### src/synth_cal_defs.svh
// Offsets, field positions and reset values of the calibration register bank
`ifndef SYNTH_CAL_DEFS_SVH
`define SYNTH_CAL_DEFS_SVH

// ----------------------------------------------------------------------------
// Register offsets
// ----------------------------------------------------------------------------
`define OFS_CFG_RESULT_HI 6'h23
`define OFS_RESULT_MID 6'h24
`define OFS_RESULT_LO 6'h25
`define OFS_CAL_CONTROL 6'h26
`define OFS_RC_OSC_HI 6'h27
`define OFS_RC_OSC_LO 6'h28

// ----------------------------------------------------------------------------
// Field positions
// ----------------------------------------------------------------------------
`define CAL_CONFIG_MSB 7
`define CAL_CONFIG_LSB 6
`define CHP_EN_MSB 5
`define CHP_EN_LSB 4
`define RESULT_HI_MSB 3
`define RESULT_HI_LSB 0
`define RESULT_6_MSB 5
`define RESULT_6_LSB 0
`define FIELD_7_MSB 6
`define FIELD_7_LSB 0

// ----------------------------------------------------------------------------
// Reset values
// ----------------------------------------------------------------------------
`define RST_CAL_CONFIG 2'h2
`define RST_CHP_EN 2'h2
`define RST_RESULT_HI 4'h9
`define RST_RESULT_MID 6'h0a
`define RST_RESULT_LO 6'h20
`define RST_CAL_CONTROL 7'h0d
`define RST_RC_OSC_HI 7'h41
`define RST_RC_OSC_LO 7'h00
`define RD_UNMAPPED 8'h00

`endif

### src/synth_cal_pkg.sv
// Types shared by the calibration register bank
package synth_cal_pkg;

   typedef logic [7:0] reg_byte_t;

   typedef enum {
      sel_none,
      sel_cfg_result_hi,
      sel_result_mid,
      sel_result_lo,
      sel_cal_control,
      sel_rc_osc_hi,
      sel_rc_osc_lo
   } reg_sel_t;

endpackage : synth_cal_pkg

### src/synth_cal_registers.sv
// Synthesizer calibration and RC oscillator configuration register bank
`timescale 1ns/1ps
`include "synth_cal_defs.svh"

module synth_cal_registers (
   input wire logic clk,
   input wire logic rst,
   input wire logic reg_wr_en,
   input wire logic reg_rd_en,
   input wire logic [5:0] reg_addr,
   input wire logic [7:0] reg_wr_data,
   output logic [7:0] reg_rd_data,
   input wire logic cal_done,
   input wire logic [3:0] cal_result_hi_in,
   input wire logic [5:0] cal_result_mid_in,
   input wire logic [5:0] cal_result_lo_in,
   output logic [1:0] cal_config,
   output logic [1:0] charge_pump_cal_enable,
   output logic chp_cal_skip,
   output logic [3:0] result_hi,
   output logic [5:0] result_mid,
   output logic [5:0] result_lo,
   output logic [6:0] cal_control,
   output logic [6:0] rc_osc_hi,
   output logic [6:0] rc_osc_lo
);

   // -------------------------------------------------------------------------
   // Address decode
   // -------------------------------------------------------------------------
   synth_cal_pkg::reg_sel_t sel;

   always_comb begin
      case (reg_addr)
         `OFS_CFG_RESULT_HI: sel = synth_cal_pkg::sel_cfg_result_hi;
         `OFS_RESULT_MID: sel = synth_cal_pkg::sel_result_mid;
         `OFS_RESULT_LO: sel = synth_cal_pkg::sel_result_lo;
         `OFS_CAL_CONTROL: sel = synth_cal_pkg::sel_cal_control;
         `OFS_RC_OSC_HI: sel = synth_cal_pkg::sel_rc_osc_hi;
         `OFS_RC_OSC_LO: sel = synth_cal_pkg::sel_rc_osc_lo;
         default: sel = synth_cal_pkg::sel_none;
      endcase
   end

   logic we_cfg_hi;
   logic we_mid;
   logic we_lo;
   logic we_ctrl;
   logic we_rc_hi;
   logic we_rc_lo;

   assign we_cfg_hi = reg_wr_en && (sel == synth_cal_pkg::sel_cfg_result_hi);
   assign we_mid = reg_wr_en && (sel == synth_cal_pkg::sel_result_mid);
   assign we_lo = reg_wr_en && (sel == synth_cal_pkg::sel_result_lo);
   assign we_ctrl = reg_wr_en && (sel == synth_cal_pkg::sel_cal_control);
   assign we_rc_hi = reg_wr_en && (sel == synth_cal_pkg::sel_rc_osc_hi);
   assign we_rc_lo = reg_wr_en && (sel == synth_cal_pkg::sel_rc_osc_lo);

   // -------------------------------------------------------------------------
   // First calibration register: configuration, charge pump enable, result
   // -------------------------------------------------------------------------
   cal_reg_field #(.width(2), .rst_val(`RST_CAL_CONFIG)) u_cal_config (
      .clk(clk),
      .rst(rst),
      .host_we(we_cfg_hi),
      .host_d(reg_wr_data[`CAL_CONFIG_MSB:`CAL_CONFIG_LSB]),
      .hw_we(1'b0),
      .hw_d(2'h0),
      .q(cal_config)
   );

   cal_reg_field #(.width(2), .rst_val(`RST_CHP_EN)) u_chp_en (
      .clk(clk),
      .rst(rst),
      .host_we(we_cfg_hi),
      .host_d(reg_wr_data[`CHP_EN_MSB:`CHP_EN_LSB]),
      .hw_we(1'b0),
      .hw_d(2'h0),
      .q(charge_pump_cal_enable)
   );

   // Host write and calibration deposit share one path, so restored
   // values drive the synthesizer exactly as calibrated ones do
   cal_reg_field #(.width(4), .rst_val(`RST_RESULT_HI)) u_result_hi (
      .clk(clk),
      .rst(rst),
      .host_we(we_cfg_hi),
      .host_d(reg_wr_data[`RESULT_HI_MSB:`RESULT_HI_LSB]),
      .hw_we(cal_done),
      .hw_d(cal_result_hi_in),
      .q(result_hi)
   );

   // -------------------------------------------------------------------------
   // Second and third calibration result registers
   // -------------------------------------------------------------------------
   cal_reg_field #(.width(6), .rst_val(`RST_RESULT_MID)) u_result_mid (
      .clk(clk),
      .rst(rst),
      .host_we(we_mid),
      .host_d(reg_wr_data[`RESULT_6_MSB:`RESULT_6_LSB]),
      .hw_we(cal_done),
      .hw_d(cal_result_mid_in),
      .q(result_mid)
   );

   cal_reg_field #(.width(6), .rst_val(`RST_RESULT_LO)) u_result_lo (
      .clk(clk),
      .rst(rst),
      .host_we(we_lo),
      .host_d(reg_wr_data[`RESULT_6_MSB:`RESULT_6_LSB]),
      .hw_we(cal_done),
      .hw_d(cal_result_lo_in),
      .q(result_lo)
   );

   // -------------------------------------------------------------------------
   // Calibration control and RC oscillator configuration
   // -------------------------------------------------------------------------
   cal_reg_field #(.width(7), .rst_val(`RST_CAL_CONTROL)) u_cal_control (
      .clk(clk),
      .rst(rst),
      .host_we(we_ctrl),
      .host_d(reg_wr_data[`FIELD_7_MSB:`FIELD_7_LSB]),
      .hw_we(1'b0),
      .hw_d(7'h00),
      .q(cal_control)
   );

   cal_reg_field #(.width(7), .rst_val(`RST_RC_OSC_HI)) u_rc_osc_hi (
      .clk(clk),
      .rst(rst),
      .host_we(we_rc_hi),
      .host_d(reg_wr_data[`FIELD_7_MSB:`FIELD_7_LSB]),
      .hw_we(1'b0),
      .hw_d(7'h00),
      .q(rc_osc_hi)
   );

   cal_reg_field #(.width(7), .rst_val(`RST_RC_OSC_LO)) u_rc_osc_lo (
      .clk(clk),
      .rst(rst),
      .host_we(we_rc_lo),
      .host_d(reg_wr_data[`FIELD_7_MSB:`FIELD_7_LSB]),
      .hw_we(1'b0),
      .hw_d(7'h00),
      .q(rc_osc_lo)
   );

   // -------------------------------------------------------------------------
   // Charge pump stage skip, one cycle behind the enable field
   // -------------------------------------------------------------------------
   logic chp_skip_ff;

   always_ff @(posedge clk) begin
      if (rst) begin
         chp_skip_ff <= 1'b0;
      end else begin
         chp_skip_ff <= (charge_pump_cal_enable == 2'h0);
      end
   end

   assign chp_cal_skip = chp_skip_ff;

   // -------------------------------------------------------------------------
   // Read data, registered; reserved bits forced to zero
   // -------------------------------------------------------------------------
   synth_cal_pkg::reg_byte_t nxt_rd_data;
   synth_cal_pkg::reg_byte_t rd_data_ff;

   always_comb begin
      case (sel)
         synth_cal_pkg::sel_cfg_result_hi: nxt_rd_data = {cal_config,
                                                          charge_pump_cal_enable,
                                                          result_hi};
         synth_cal_pkg::sel_result_mid: nxt_rd_data = {2'h0, result_mid};
         synth_cal_pkg::sel_result_lo: nxt_rd_data = {2'h0, result_lo};
         synth_cal_pkg::sel_cal_control: nxt_rd_data = {1'b0, cal_control};
         synth_cal_pkg::sel_rc_osc_hi: nxt_rd_data = {1'b0, rc_osc_hi};
         synth_cal_pkg::sel_rc_osc_lo: nxt_rd_data = {1'b0, rc_osc_lo};
         default: nxt_rd_data = `RD_UNMAPPED;
      endcase
   end

   // Holds the last read value until the next read
   always_ff @(posedge clk) begin
      if (rst) begin
         rd_data_ff <= 8'h00;
      end else if (reg_rd_en) begin
         rd_data_ff <= nxt_rd_data;
      end
   end

   assign reg_rd_data = rd_data_ff;

   // -------------------------------------------------------------------------
   // Checks
   // -------------------------------------------------------------------------
   cfg_write_a: assert property (
      @(posedge clk) disable iff (rst)
      we_cfg_hi |=> cal_config == $past(reg_wr_data[7:6]))
      else $error("calibration configuration did not take the written value");

   chp_skip_a: assert property (
      @(posedge clk) disable iff (rst)
      (we_cfg_hi && reg_wr_data[5:4] == 2'h0) |=> ##1 chp_cal_skip)
      else $error("charge pump stage not skipped after enable written zero");

   cal_deposit_a: assert property (
      @(posedge clk) disable iff (rst)
      cal_done |=> (result_hi == $past(cal_result_hi_in))
                   && (result_mid == $past(cal_result_mid_in))
                   && (result_lo == $past(cal_result_lo_in)))
      else $error("calibration results not deposited");

   hop_restore_a: assert property (
      @(posedge clk) disable iff (rst)
      (we_lo && !cal_done) |=> result_lo == $past(reg_wr_data[5:0]))
      else $error("restored result value not applied");

   result_hold_a: assert property (
      @(posedge clk) disable iff (rst)
      (!cal_done && !we_mid) |=> $stable(result_mid))
      else $error("result value changed without write or calibration");

   ctrl_reset_a: assert property (
      @(posedge clk)
      rst |=> cal_control == 7'h0d)
      else $error("calibration control reset value wrong");

   ctrl_write_a: assert property (
      @(posedge clk) disable iff (rst)
      we_ctrl |=> cal_control == $past(reg_wr_data[6:0]))
      else $error("calibration control write lost");

   reserved_zero_a: assert property (
      @(posedge clk) disable iff (rst)
      (reg_rd_en && reg_addr == `OFS_RESULT_MID) |=> reg_rd_data[7:6] == 2'h0)
      else $error("reserved bits did not read zero");

   read_back_a: assert property (
      @(posedge clk) disable iff (rst)
      (reg_rd_en && reg_addr == `OFS_CFG_RESULT_HI)
      |=> reg_rd_data == {$past(cal_config), $past(charge_pump_cal_enable),
                          $past(result_hi)})
      else $error("first calibration register read back wrong");

endmodule : synth_cal_registers

### src/cal_reg_field.sv
// One register field with host write and hardware deposit
`timescale 1ns/1ps

module cal_reg_field #(
   parameter int width = 8,
   parameter logic [width-1:0] rst_val = '0
) (
   input wire logic clk,
   input wire logic rst,
   input wire logic host_we,
   input wire logic [width-1:0] host_d,
   input wire logic hw_we,
   input wire logic [width-1:0] hw_d,
   output logic [width-1:0] q
);

   logic [width-1:0] value_ff;

   // Hardware deposit wins over a host write in the same cycle
   always_ff @(posedge clk) begin
      if (rst) begin
         value_ff <= rst_val;
      end else if (hw_we) begin
         value_ff <= hw_d;
      end else if (host_we) begin
         value_ff <= host_d;
      end
   end

   assign q = value_ff;

endmodule : cal_reg_field

### config.mk
export PLATFORM = sky130hd
export DESIGN_NAME = synth_cal_registers
export DESIGN_NICKNAME = d
export VERILOG_FILES = /design/src/synth_cal_pkg.sv /design/src/synth_cal_registers.sv /design/src/cal_reg_field.sv
export VERILOG_INCLUDE_DIRS = /design/src
export SDC_FILE = /design/constraint.sdc
export NUM_CORES = 1
export LEC_CHECK = 0
export CAP_MARGIN = 10
export CORE_ASPECT_RATIO = 2
export CORE_MARGIN = 2
export CORE_UTILIZATION = 62
export DETAILED_ROUTE_END_ITERATION = 6
export DONT_BUFFER_PORTS = 1
export GPL_TIMING_DRIVEN = 0
export PLACE_DENSITY = 0.78
export SLEW_MARGIN = 20
export SYNTH_ARGS = -nofsm -noshare
export SYNTH_HDL_FRONTEND = slang
export SYNTH_SLANG_ARGS = --single-unit
### constraint.sdc
create_clock -name clk -period 1.8 [get_ports clk]
set_input_delay 0.27 -clock clk [delete_from_list [all_inputs] [get_ports clk]]
set_output_delay 0.27 -clock clk [all_outputs]
set_load 0.03 [all_outputs]
==> reports/metrics.csv <==
metric;value;unit
status;finished clean;
I/O Buffers;0;
CTS resizes;0;
slowest cell delay on critical path;430;ps
Worst-Skew Late Latency;310;ps
worst rel slew slack;51.3;%
DR pass1 iterations;5;
Syn Area/Cell;9.78;um2
max-cap violation count;0;
final worst slack;317;ps
Worst EP arrival;1670;ps
Worst Setup End Kind;flop;
ant diodes;0;
sequential area share after synthesis;40.8;%
CTS Root Cell;clkbuf_8;
RePlAce Congestion;0.871;
synth unique cells;32;
initial antenna violation count;0;
Fin. Hold Viols;0;
Mapped Cells;251;
clk slew on worst S/H paths;100;ps
P per Cell Area;894;nW/um2
Peak Freq;674;MHz
H-tree Lvls;2;
CTS Buffer Depth;2;
kind of critical path;reg2reg;
CTS buffer count;5;
syn_nets;286;
Synth Cell Area;2450;um2
crit path cell chain;mux2_2 > and3_1 > o31ai_1 > a21oi_1;
Final Slew Violations;0;
RSZ-0062 raised after global routing;false;
WP buf/inv;0;
GRT Util Overall;29.8;%
DR WL/cell;20.8;um
routed vias/inst;6.45;
pre-CTS setup slack;180;ps
Post-CTS Hold Fix Bufs;0;
CP max FO;3;
I/O pin count;85;
CTS tree;done;
via count;2001;
fin crit share;82.4;%
first-pass GRT wire length;10.3;mm
Die X;48.5;um
Leak;1.04;nW
worst vdd ir;0.000941;V
largest net degree at the start of global routing;17;
setup violators final;0;
die area;4510;um2
Post-CTS Setup Bufs;0;
Layout Skew;9.54;ps
row cnt;32;
P&R area growth vs syn;8.21;%
HPWL after DPL;4.92;mm
final net count;293;
#FFs+latches synth;50;
Core Area;3840;um2
layout cell share with drive strength beyond 1;16.2;%
Remaining DRCs;0;
vias in the first global route;2074;
drt total wl;6.46;mm
CP delay by family, top;compound AO/OA/AOI/OAI gates;
DR iter-0 viols;71;
Setup TNS;0;ps
die height;93.0;um
clock sinks;50;
Crit path required time;1980;ps
worst slew pin tran;730;ps
CP Launch Type;flop;
total global routing overflow;0;
Antenna Nets Post-Route;0;
starting density of the core;63.9;%
synth warn;0;
Hold Crit Class;in2reg;
Crit-path slowest cell;dfxtp_1;
post-layout minimum cycle time;1480;ps
==> area by class of cell <==
class	count	area, um2
flip-flops and latches	50	1000
well taps	51	63.8
plain buffers	24	140
multi-input cells	162	1260
clock buffers	5	68.8
clock inverters	3	68.8
inverters	15	56.3
fillers	316	1190
==> per-stage QoR <==
stage | cells | power, mW | hold slack (ps) | instance area [um2] | util (%)
after floorplan | 251 | 1.41 | 414 | 2450 | -
after global placement | 302 | 1.45 | 415 | 2520 | 65.5
after detailed placement | 302 | 1.46 | 426 | 2520 | 65.5
after CTS | 310 | 2.38 | 102 | 2660 | 69.1
after global routing | 310 | 2.45 | 105 | 2660 | 69.1
final | 310 | 2.38 | 106 | 2660 | 69.1
==> state kept, by name (all words and copies together), names as in the netlist <==
name             flops
u_result_hi.q        4
u_result_lo.q        6
u_rc_osc_hi.q        7
u_rc_osc_lo.q        7
u_cal_control.q      7
reg_rd_data          8
u_result_mid.q       6
chp_cal_skip         1
u_cal_config.q       2
u_chp_en.q           2
==> metal layers <==
| layer | wire length [um] | GRT usage (%) | vias to the layer above |
|---|---|---|---|
| met5 | 0 | 0 | - |
| li1 | - | - | 934 |
| met1 | 2150 | 27.2 | 949 |
| met4 | 174 | 13.8 | 0 |
| met2 | 3630 | 58.2 | 98 |
| met3 | 495 | 8.79 | 20 |
==> cells in the final DEF, fill, tap and decap left out, types with 2 or more instances in the layout <==
| cell type | n |
|---|---|
| a22oi_1 | 6 |
| buf_4 | 4 |
| a311oi_1 | 6 |
| nor2_1 | 28 |
| a211o_1 | 5 |
| mux4_2 | 6 |
| nand4b_4 | 2 |
| dfxtp_1 | 50 |
| a2111oi_2 | 9 |
| a2111oi_1 | 2 |
| nand2_1 | 10 |
| and4bb_2 | 2 |
| nor3_1 | 21 |
| mux2i_1 | 16 |
| inv_1 | 15 |
| nand3b_1 | 2 |
| clkbuf_8 | 5 |
| nor3b_1 | 12 |
| buf_2 | 4 |
| and3_1 | 5 |
| clkbuf_1 | 12 |
| a211oi_1 | 3 |
| bufinv_16 | 2 |
| and2_1 | 2 |
| nand2b_1 | 2 |
| nor4_1 | 7 |
| nand3_1 | 7 |
| a21oi_1 | 4 |
| buf_6 | 4 |
==> Yosys cell counts, drive strengths merged <==
cell type  number  area (um2)
a2111oi        11         155
a211o           5        43.8
a211oi          3        22.5
a21oi           4        20.0
a22oi           6        45.0
a311oi          6        52.6
and2            2        12.5
and2b           1        7.51
and3            5        31.3
and4bb          2        25.0
buf            12        95.1
clkbuf         12        45.0
dfxtp          50        1000
inv            15        56.3
mux2            1        11.3
mux2i          16         160
mux4            6         135
nand2          10        37.5
nand2b          2        12.5
nand3           7        35.0
nand3b          2        15.0
nand4           1        21.3
nand4b          2        47.6
nor2           28         105
nor3           21         105
nor3b          12        90.1
nor4            7        43.8
nor4b           1        15.0
o31ai           1        7.51
==> cells by family after synthesis <==
kind of cell,after synthesis,synth area share (%)
DFF,50,40.8
and+or+nand+nor,103,24.6
muxes,23,12.5
AOI/OAI and AO/OA,36,14.1
buffers and inverters,39,8.00
==> path summary, 6_finish.rpt <==
check,cells past startpoint,endpoint,slack [ps],start
max reg2reg,4,reg_rd_data[6],320,u_rc_osc_hi.q[6]
min,2,u_result_lo.q[3],110,cal_result_lo_in[3]
max,4,reg_rd_data[6],320,u_rc_osc_hi.q[6]
min reg2reg,2,reg_rd_data[7],630,reg_rd_data[7]
==> report_power, final <==
group / internal, mW / total, mW / leakage (nW) / switching, mW
registers: 1.14 / 1.24 / 0.408 / 0.0995
logic: 0.0835 / 0.195 / 0.559 / 0.111
clock network: 0.557 / 0.941 / 0.0683 / 0.384
total: 1.78 / 2.38 / 1.04 / 0.595
Power figures use the tool's default switching activity.
